--- config.mk ---
export PLATFORM = sky130hd
export DESIGN_NAME = ufc_top
export DESIGN_NICKNAME = d
export VERILOG_FILES = /design/src/hw/ufc_byte_fifo.v /design/src/hw/ufc_dma_ready.v /design/src/hw/ufc_top.v
export VERILOG_INCLUDE_DIRS = /design/src /design/src/hw
export SDC_FILE = /design/constraint.sdc
export NUM_CORES = 1
export LEC_CHECK = 0
export ABC_AREA = 1
export BUFFER_PORTS_ARGS = -buffer_cell sky130_fd_sc_hd__buf_2
export CAP_MARGIN = 20
export CORE_MARGIN = 2
export CORE_UTILIZATION = 65
export DETAILED_ROUTE_END_ITERATION = 6
export GPL_TIMING_DRIVEN = 0
export HOLD_SLACK_MARGIN = 0.02
export PLACE_DENSITY = 0.85
export SLEW_MARGIN = 20
export SYNTH_ARGS = -nofsm -noshare
export SYNTH_HDL_FRONTEND = slang
export SYNTH_SLANG_ARGS = --single-unit
--- constraint.sdc ---
create_clock -name clk -period 3.3 [get_ports clk]
set_clock_uncertainty 0.15 [all_clocks]
set_input_delay 0.495 -clock clk [delete_from_list [all_inputs] [get_ports clk]]
set_output_delay 0.495 -clock clk [all_outputs]
set_load 0.02 [all_outputs]
--- src/hw/ufc_defines.vh ---
// Purpose: constants for the uart fifo control and dma ready block
// Assumes: 16-deep byte fifos, 8-bit control register
// Notes:   bit positions of the fifo control register and trigger levels
`ifndef UFC_DEFINES_VH
`define UFC_DEFINES_VH

`define UFC_FIFO_DEPTH      16
`define UFC_PTR_W           4
`define UFC_CNT_W           5
`define UFC_CTL_RESET       8'h00
`define UFC_BIT_FIFO_EN     0
`define UFC_BIT_RX_CLEAR    1
`define UFC_BIT_TX_CLEAR    2
`define UFC_BIT_DMA_MODE    3
`define UFC_TRIG_HI         7
`define UFC_TRIG_LO         6
`define UFC_TRIG_LVL_00     5'h01
`define UFC_TRIG_LVL_01     5'h04
`define UFC_TRIG_LVL_10     5'h08
`define UFC_TRIG_LVL_11     5'h0E
`define UFC_CTL_KEEP_MASK   8'hC9

`endif

--- src/hw/ufc_byte_fifo.v ---
// Purpose: 16-byte fifo with clear, used for both tx and rx paths
// Assumes: single clock, synchronous active-high reset
// Notes:   writes when full are dropped; reads when empty are ignored
`timescale 1ns/1ps
`default_nettype none
`include "ufc_defines.vh"

module ufc_byte_fifo
(
  input  wire                  clk,
  input  wire                  rst,
  input  wire                  clear,
  input  wire                  wr_en,
  input  wire [7:0]            wr_data,
  input  wire                  rd_en,
  output wire [7:0]            rd_data,
  output reg  [`UFC_CNT_W-1:0] count
);

  reg [7:0]            mem [0:`UFC_FIFO_DEPTH-1];
  reg [`UFC_PTR_W-1:0] wr_ptr;
  reg [`UFC_PTR_W-1:0] rd_ptr;
  wire                 full;
  wire                 empty;
  wire                 do_wr;
  wire                 do_rd;

  assign full    = (count == `UFC_FIFO_DEPTH);
  assign empty   = (count == {`UFC_CNT_W{1'b0}});
  assign do_wr   = wr_en && !full;
  assign do_rd   = rd_en && !empty;
  assign rd_data = mem[rd_ptr];

  always @(posedge clk)
  begin
    if (do_wr)
    begin
      mem[wr_ptr] <= wr_data;
    end
  end

  // clear resets pointers and count; storage left as is, unreachable anyway
  always @(posedge clk)
  begin
    if (rst || clear)
    begin
      wr_ptr <= {`UFC_PTR_W{1'b0}};
      rd_ptr <= {`UFC_PTR_W{1'b0}};
      count  <= {`UFC_CNT_W{1'b0}};
    end
    else
    begin
      if (do_wr)
      begin
        wr_ptr <= wr_ptr + 1'b1;
      end
      if (do_rd)
      begin
        rd_ptr <= rd_ptr + 1'b1;
      end
      if (do_wr && !do_rd)
      begin
        count <= count + 1'b1;
      end
      else if (do_rd && !do_wr)
      begin
        count <= count - 1'b1;
      end
    end
  end

endmodule
`default_nettype wire

--- src/hw/ufc_dma_ready.v ---
// Purpose: dma ready pin generation for transmit and receive
// Assumes: counts and flags come from the same clock domain
// Notes:   outputs are registered, active low
`timescale 1ns/1ps
`default_nettype none
`include "ufc_defines.vh"

module ufc_dma_ready
(
  input  wire                  clk,
  input  wire                  rst,
  input  wire                  fifo_en,
  input  wire                  dma_mode,
  input  wire [`UFC_CNT_W-1:0] tx_count,
  input  wire                  tx_hold_full,
  input  wire                  tx_load,
  input  wire [`UFC_CNT_W-1:0] rx_count,
  input  wire                  rx_hold_full,
  input  wire                  rx_trig_hit,
  input  wire                  rx_timeout,
  output reg                   tx_dma_ready_n,
  output reg                   rx_dma_ready_n
);

  wire block_mode;
  wire tx_none;
  wire rx_none;
  reg  next_tx;
  reg  next_rx;

  assign block_mode = fifo_en && dma_mode;
  assign tx_none    = fifo_en ? (tx_count == {`UFC_CNT_W{1'b0}}) : !tx_hold_full;
  assign rx_none    = fifo_en ? (rx_count == {`UFC_CNT_W{1'b0}}) : !rx_hold_full;

  always @*
  begin
    next_tx = tx_dma_ready_n;
    next_rx = rx_dma_ready_n;
    if (block_mode)
    begin
      if (tx_count == `UFC_FIFO_DEPTH)
      begin
        next_tx = 1'b1; // RULE9
      end
      else if (tx_count == {`UFC_CNT_W{1'b0}})
      begin
        next_tx = 1'b0; // RULE9
      end
      // between full and empty the level is held
      // RULE10
      if (rx_trig_hit || rx_timeout)
      begin
        next_rx = 1'b0; // RULE11
      end
      else if (rx_count == {`UFC_CNT_W{1'b0}})
      begin
        next_rx = 1'b1; // RULE12
      end
    end
    else
    begin
      // a load wins so the pin rises on the first character written
      next_tx = !(tx_none && !tx_load); // RULE5 RULE6
      next_rx = rx_none;                // RULE7 RULE8
    end
  end

  always @(posedge clk)
  begin
    if (rst)
    begin
      tx_dma_ready_n <= 1'b0;
      rx_dma_ready_n <= 1'b1;
    end
    else
    begin
      tx_dma_ready_n <= next_tx;
      rx_dma_ready_n <= next_rx;
    end
  end

endmodule
`default_nettype wire

--- src/hw/ufc_top.v ---
// Purpose: fifo control of a uart: enable, clears, rx trigger, dma ready pins
// Assumes: host writes fifo_control via a one-cycle strobe; serial side
//          hands characters in and takes them out with one-cycle strobes
// Notes:   disabled fifos behave as one-character holding registers
//
// Overview of operation
// RULE1 - rx interrupt when count equals trigger level
// RULE2 - rx fifo keeps filling until full
// RULE3 - trigger field selects 1, 4, 8, 14
// RULE4 - control bit 3 selects dma mode
// RULE5 - mode 0: tx ready low when nothing held
// RULE6 - mode 0: tx ready high on first write
// RULE7 - mode 0: rx ready low while data waits
// RULE8 - mode 0: rx ready high when drained
// RULE9 - mode 1: tx ready high full, low empty
// RULE10 - mode 1: tx ready holds when partly filled
// RULE11 - mode 1: rx ready low on trigger/timeout
// RULE12 - mode 1: rx ready high when rx empty
// RULE13 - bit 2 clears tx fifo, self-clears
// RULE14 - bit 1 clears rx fifo, self-clears
// RULE15 - bit 0 enables both fifos, default off
// RULE16 - writes with bit 0 low ignore others
`timescale 1ns/1ps
`default_nettype none
`include "ufc_defines.vh"

module ufc_top
(
  input  wire                  clk,
  input  wire                  rst,
  input  wire                  ctl_wr,
  input  wire [7:0]            ctl_wdata,
  output reg  [7:0]            fifo_control,
  input  wire                  tx_wr,
  input  wire [7:0]            tx_wdata,
  input  wire                  tx_pop,
  output reg  [7:0]            tx_char,
  output reg                   tx_avail,
  input  wire                  rx_push,
  input  wire [7:0]            rx_wdata,
  input  wire                  rx_rd,
  output reg  [7:0]            rx_char,
  output reg                   rx_avail,
  input  wire                  rx_timeout,
  output reg                   rx_trigger_irq,
  output reg                   tx_dma_ready_n,
  output reg                   rx_dma_ready_n,
  output reg  [`UFC_CNT_W-1:0] tx_level,
  output reg  [`UFC_CNT_W-1:0] rx_level
);

  reg                   fifo_en;
  reg                   dma_mode;
  reg  [1:0]            rx_trigger_level;
  reg                   tx_fifo_clear;
  reg                   rx_fifo_clear;
  reg  [7:0]            tx_holding_reg;
  reg                   tx_hold_full;
  reg  [7:0]            rx_hold;
  reg                   rx_hold_full;
  reg                   trig_seen;
  wire [`UFC_CNT_W-1:0] tx_count;
  wire [`UFC_CNT_W-1:0] rx_count;
  wire [7:0]            tx_fifo_out;
  wire [7:0]            rx_fifo_out;
  wire [`UFC_CNT_W-1:0] trig_lvl;
  wire                  trig_hit;
  wire                  en_write;
  wire                  mode_change;
  wire                  tx_ready_n_w;
  wire                  rx_ready_n_w;

  function [`UFC_CNT_W-1:0] trig_decode;
    input [1:0] sel;
    begin
      case (sel)
        2'b00:   trig_decode = `UFC_TRIG_LVL_00;
        2'b01:   trig_decode = `UFC_TRIG_LVL_01;
        2'b10:   trig_decode = `UFC_TRIG_LVL_10;
        default: trig_decode = `UFC_TRIG_LVL_11;
      endcase
    end
  endfunction

  function is_empty;
    input [`UFC_CNT_W-1:0] cnt;
    begin
      is_empty = (cnt == {`UFC_CNT_W{1'b0}});
    end
  endfunction

  assign en_write    = ctl_wr && ctl_wdata[`UFC_BIT_FIFO_EN];
  // toggling fifo mode discards queued data in both directions
  assign mode_change = ctl_wr && (ctl_wdata[`UFC_BIT_FIFO_EN] != fifo_en);
  assign trig_lvl    = trig_decode(rx_trigger_level); // RULE3
  assign trig_hit    = fifo_en && (rx_count == trig_lvl); // RULE1

  // control register; clear bits are one-cycle pulses
  always @(posedge clk)
  begin
    if (rst)
    begin
      fifo_en          <= 1'b0; // RULE15
      dma_mode         <= 1'b0; // RULE4
      rx_trigger_level <= 2'b00;
      tx_fifo_clear    <= 1'b0;
      rx_fifo_clear    <= 1'b0;
    end
    else
    begin
      tx_fifo_clear <= 1'b0; // RULE13
      rx_fifo_clear <= 1'b0; // RULE14
      if (ctl_wr)
      begin
        fifo_en <= ctl_wdata[`UFC_BIT_FIFO_EN]; // RULE15
      end
      if (en_write) // RULE16
      begin
        dma_mode         <= ctl_wdata[`UFC_BIT_DMA_MODE]; // RULE4
        rx_trigger_level <= ctl_wdata[`UFC_TRIG_HI:`UFC_TRIG_LO];
        tx_fifo_clear    <= ctl_wdata[`UFC_BIT_TX_CLEAR] || mode_change; // RULE13
        rx_fifo_clear    <= ctl_wdata[`UFC_BIT_RX_CLEAR] || mode_change; // RULE14
      end
      else if (mode_change)
      begin
        tx_fifo_clear <= 1'b1;
        rx_fifo_clear <= 1'b1;
      end
    end
  end

  ufc_byte_fifo u_tx_fifo
  (
    .clk     (clk),
    .rst     (rst),
    .clear   (tx_fifo_clear),
    .wr_en   (tx_wr && fifo_en),
    .wr_data (tx_wdata),
    .rd_en   (tx_pop && fifo_en),
    .rd_data (tx_fifo_out),
    .count   (tx_count)
  );

  // rx keeps accepting past the trigger level up to full
  ufc_byte_fifo u_rx_fifo
  (
    .clk     (clk),
    .rst     (rst),
    .clear   (rx_fifo_clear),
    .wr_en   (rx_push && fifo_en), // RULE2
    .wr_data (rx_wdata),
    .rd_en   (rx_rd && fifo_en),
    .rd_data (rx_fifo_out),
    .count   (rx_count)
  );

  // single-character holding registers used when fifos are off;
  // clears do not touch the shift registers, which live outside
  always @(posedge clk)
  begin
    if (rst || tx_fifo_clear)
    begin
      tx_holding_reg <= 8'h00;
      tx_hold_full   <= 1'b0;
    end
    else if (!fifo_en)
    begin
      if (tx_wr && !tx_hold_full)
      begin
        tx_holding_reg <= tx_wdata;
        tx_hold_full   <= 1'b1;
      end
      else if (tx_pop)
      begin
        tx_hold_full <= 1'b0;
      end
    end
  end

  always @(posedge clk)
  begin
    if (rst || rx_fifo_clear)
    begin
      rx_hold      <= 8'h00;
      rx_hold_full <= 1'b0;
    end
    else if (!fifo_en)
    begin
      if (rx_push)
      begin
        // overrun: newest character replaces the old one
        rx_hold      <= rx_wdata;
        rx_hold_full <= 1'b1;
      end
      else if (rx_rd)
      begin
        rx_hold_full <= 1'b0;
      end
    end
  end

  ufc_dma_ready u_dma
  (
    .clk            (clk),
    .rst            (rst),
    .fifo_en        (fifo_en),
    .dma_mode       (dma_mode),
    .tx_count       (tx_count),
    .tx_hold_full   (tx_hold_full),
    .tx_load        (tx_wr), // RULE6
    .rx_count       (rx_count),
    .rx_hold_full   (rx_hold_full),
    .rx_trig_hit    (trig_hit), // RULE11
    .rx_timeout     (rx_timeout && fifo_en),
    .tx_dma_ready_n (tx_ready_n_w),
    .rx_dma_ready_n (rx_ready_n_w)
  );

  // irq fires on reaching the level and clears once below it
  always @(posedge clk)
  begin
    if (rst)
    begin
      trig_seen <= 1'b0;
    end
    else if (!fifo_en || rx_count < trig_lvl)
    begin
      trig_seen <= 1'b0;
    end
    // a level lowered under a fuller fifo still raises the irq
    else
    begin
      trig_seen <= 1'b1; // RULE1
    end
  end

  // host readback; clear bits are masked so they always read 0
  always @(posedge clk)
  begin
    if (rst)
    begin
      fifo_control   <= `UFC_CTL_RESET;
      rx_trigger_irq <= 1'b0;
    end
    else
    begin
      fifo_control   <= {rx_trigger_level, 2'b00, dma_mode, tx_fifo_clear,
                         rx_fifo_clear, fifo_en} & `UFC_CTL_KEEP_MASK;
      rx_trigger_irq <= trig_hit || trig_seen; // RULE1
    end
  end

  // registered data view for the serial side and the host
  always @(posedge clk)
  begin
    if (rst)
    begin
      tx_char  <= 8'h00;
      tx_avail <= 1'b0;
      rx_char  <= 8'h00;
      rx_avail <= 1'b0;
    end
    else
    begin
      tx_char  <= fifo_en ? tx_fifo_out : tx_holding_reg;
      tx_avail <= fifo_en ? !is_empty(tx_count) : tx_hold_full;
      rx_char  <= fifo_en ? rx_fifo_out : rx_hold;
      rx_avail <= fifo_en ? !is_empty(rx_count) : rx_hold_full;
    end
  end

  // fill levels, one cycle behind the fifo counters
  always @(posedge clk)
  begin
    if (rst)
    begin
      tx_level <= {`UFC_CNT_W{1'b0}};
      rx_level <= {`UFC_CNT_W{1'b0}};
    end
    else
    begin
      tx_level <= tx_count;
      rx_level <= rx_count;
    end
  end

  // re-registered pins: one more cycle of latency buys clean outputs
  always @(posedge clk)
  begin
    if (rst)
    begin
      tx_dma_ready_n <= 1'b0;
      rx_dma_ready_n <= 1'b1;
    end
    else
    begin
      tx_dma_ready_n <= tx_ready_n_w;
      rx_dma_ready_n <= rx_ready_n_w;
    end
  end

endmodule
`default_nettype wire

==> flow_summary.ini <==
[setup_path]
path_buf_inv = 3
worstPathArrival_ns = 2.85
slowest_stage = dfxtp_1
cp-start-kind = register
max_stage_delay_ns = 0.38
crit_fanout = 7
required_ns = 3.59
crit_chain = inv_1 > nand4_1 > nand3_2 > inv_2 > ha_1 > inv_1 > ha_1 > nand2_1 > o21ai_0 > xor2_1 > nand2_1 > a21oi_1
crit_family = adder cells
endpoint_kind = register
worstSetupPathType = reg -> reg

[global_routing]
overflow = 0
grt_max_degree = 18
antenna_found_initial = 0
grtUsageTotal = 0.3035
grt_pass1_wl_microns = 54950
grt_pass1_vias = 10349

[timing]
slew_viol_final = 0
finalSetupViolations = 0
setup_ws_ns = 0.7399
worst_pin_slew_ns = 0.9353
rsz0062_at_grt = false
fin_tns_setup_ns = 0
max_freq_mhz = 390.6
max_slew_margin = 0.3741
period_share = 0.7758
post-route-min-period_ns = 2.560
hold_viol = 0

[yosys]
synth-edff-count = 256
synthFlopType = edfxtp_1
ys_types = 35
async_flop_share = 0
syn_area_sq_mm = 0.01438
syn_area_per_cell_sq_um = 10.64
postSynthCellCount = 1352
ys_ff_latch = 352
synth_seq_area_share = 0.6683
yosys_warnings = 0

[layout]
multi_input_area_sq_mm = 0.004003
fin_nets = 1514
stdcell_area_sq_mm = 0.01619
reg.largest.list = u_rx_fifo.mem (128), u_tx_fifo.mem (128)
diodes = 0
areaGrowthSynthToFinish_pct = 12.61
drive_gt1_frac = 0.1333
n_fill_cell = 1407
post_layout_nonfiller_instances = 1765
regArea_sq_mm = 0.009609
fin_util = 0.7442

[clocking]
cts_tree = done
clk_pin_slew_ns = 0.06
clock_sinks = 352
holdBufCountCts = 0
clk_latency_ns = 0.53
root_buffer = clkbuf_16
post_cts_resized = 0
cts_setup_buffers = 0
clockBufferDepth = 3
htreeDepth = 2
cts_buffers = 36

[floorplan]
rows = 54
initial_core_util = 0.6609
die_area_sq_mm = 0.02333
io_pins = 71
die_h_microns = 152.7
fp.dieW_microns = 152.7
coreArea_sq_mm = 0.02176

[power]
leakage_nw = 6.411
power_per_cell_area_mw_per_mm2 = 577.0
peakVddDrop_uv = 551.0

[flow_run]
cap_violations = 0

[hold_path]
hold_class = in -> reg

[place]
place_area_sq_mm = 0.01506
pre_cts_ws_ns = 0.7795
hpwl_microns = 23050
gp_congestion = 0.9407
port-buffer-count = 64
place_inst = 1699

[detailed_routing]
dr.pass1.iters = 6
drc = 0
viasPerCell = 6.036
wl_microns = 35610
drtIter0Drc = 1469
drt-wirelength-per-cell_microns = 20.18
dr_total_vias = 10654
drtAntennaViolNets = 0

[outcome]
status = completed
## through the flow
| step | hold slack (ns) | power, mW |
|---|---|---|
| 2_1_floorplan | 0.2498 | 5.288 |
| 3_3_place_gp | 0.2545 | 5.484 |
| 3_5_place_dp | 0.2807 | 5.513 |
| 4_1_cts | 0.05799 | 9.333 |
| 5_1_grt | 0.05876 | 9.581 |
| 6_report | 0.06570 | 9.342 |
## layer usage
metal  up-vias  GRT usage  wire length, microns
met5         -          0                     0
met4         0     0.1164                  1289
met3       122    0.06655                  4069
met2       707     0.4909                 16900
met1      5042     0.4078                 13360
li1       4783          -                     -
## report_power, final
| group | leakage [nW] | total, mW | switching [mW] | internal, mW |
|---|---|---|---|---|
| registers | 3.09 | 4.84 | 0.0377 | 4.81 |
| clock network | 0.561 | 3.90 | 1.70 | 2.21 |
| logic | 2.76 | 0.597 | 0.417 | 0.180 |
## cells in the final DEF (no fill, tap or decap), types with 4 or more instances in the layout
master       n
nand4_1      4
xnor2_1      5
xor2_1      10
conb_1       4
a211oi_1     5
clkbuf_16   38
buf_2       90
clkbuf_1    13
inv_1       74
nand2_1    396
ha_1        23
buf_6       19
dfxtp_1     96
edfxtp_1   256
nor2_1      90
nand3_2      4
inv_2        7
clkinv_2     8
a21oi_1     49
o21ai_0     28
nand3_1    219
buf_4       13
## cell families (layout without fill, tap and decap cells)
family                   count (synthesis)  count (layout)  synth area share
AO/OA/AOI/OAI                           91              91           0.03376
flip-flops                             352             352            0.6683
multiplexers                             1               1         0.0006962
adder cells (fa/ha/maj)                 25              25           0.02280
other                                    1               4         0.0002608
AND/OR/NAND/NOR                        720             720            0.2109
buffers and inverters                  147             277           0.05412
XOR/XNOR                                15              15          0.009136
## worst paths after layout
check / cells after the start / slack (ns) / startpoint / end
max: 12 / 0.74 / u_tx_fifo.count[1] / u_tx_fifo.count[4]
min: 2 / 0.07 / ctl_wdata[0] / tx_fifo_clear
max reg2reg: 12 / 0.74 / u_tx_fifo.count[1] / u_tx_fifo.count[4]
min reg2reg: 2 / 0.29 / u_dma.rx_dma_ready_n / rx_dma_ready_n
## synth_stat cells (2+ instances only)
library cell / count / share of area
a21oi_1: 49 / 0.017
fa_1: 2 / 0.0028
a31oi_1: 3 / 0.0013
nor2_1: 90 / 0.023
inv_1: 74 / 0.019
dfxtp_1: 96 / 0.13
xnor2_1: 5 / 0.0030
buf_6: 19 / 0.015
edfxtp_1: 256 / 0.53
a211oi_1: 5 / 0.0026
buf_4: 13 / 0.0068
buf_2: 26 / 0.0090
nor2_2: 2 / 0.00087
nand3_2: 4 / 0.0028
clkbuf_1: 4 / 0.0010
xor2_1: 10 / 0.0061
nand2_2: 3 / 0.0013
nand2_1: 396 / 0.10
nand3_1: 219 / 0.076
o21ai_0: 28 / 0.0097
nand4_1: 4 / 0.0017
buf_1: 3 / 0.00078
inv_2: 7 / 0.0018
ha_1: 23 / 0.020
## cell type report
| type | count | area share |
|---|---|---|
| inverters | 82 | 0.01916 |
| flip-flops and latches | 352 | 0.5935 |
| repair buffers | 64 | 0.01978 |
| clock buffers | 50 | 0.06336 |
| clock inverters | 16 | 0.006491 |
| well taps | 280 | 0.02164 |
| multi-input cells | 856 | 0.2472 |
| plain buffers | 65 | 0.02890 |
## worst register-to-register path, stage by stage (launching register included)
cell and delay, ns:
dfxtp_1 0.38, inv_1 0.13, nand4_1 0.17, nand3_2 0.15
inv_2 0.17, ha_1 0.24, inv_1 0.12, ha_1 0.35
nand2_1 0.06, o21ai_0 0.19, xor2_1 0.18, nand2_1 0.07
a21oi_1 0.13
Note: power is estimated with default switching activity, not from simulation.
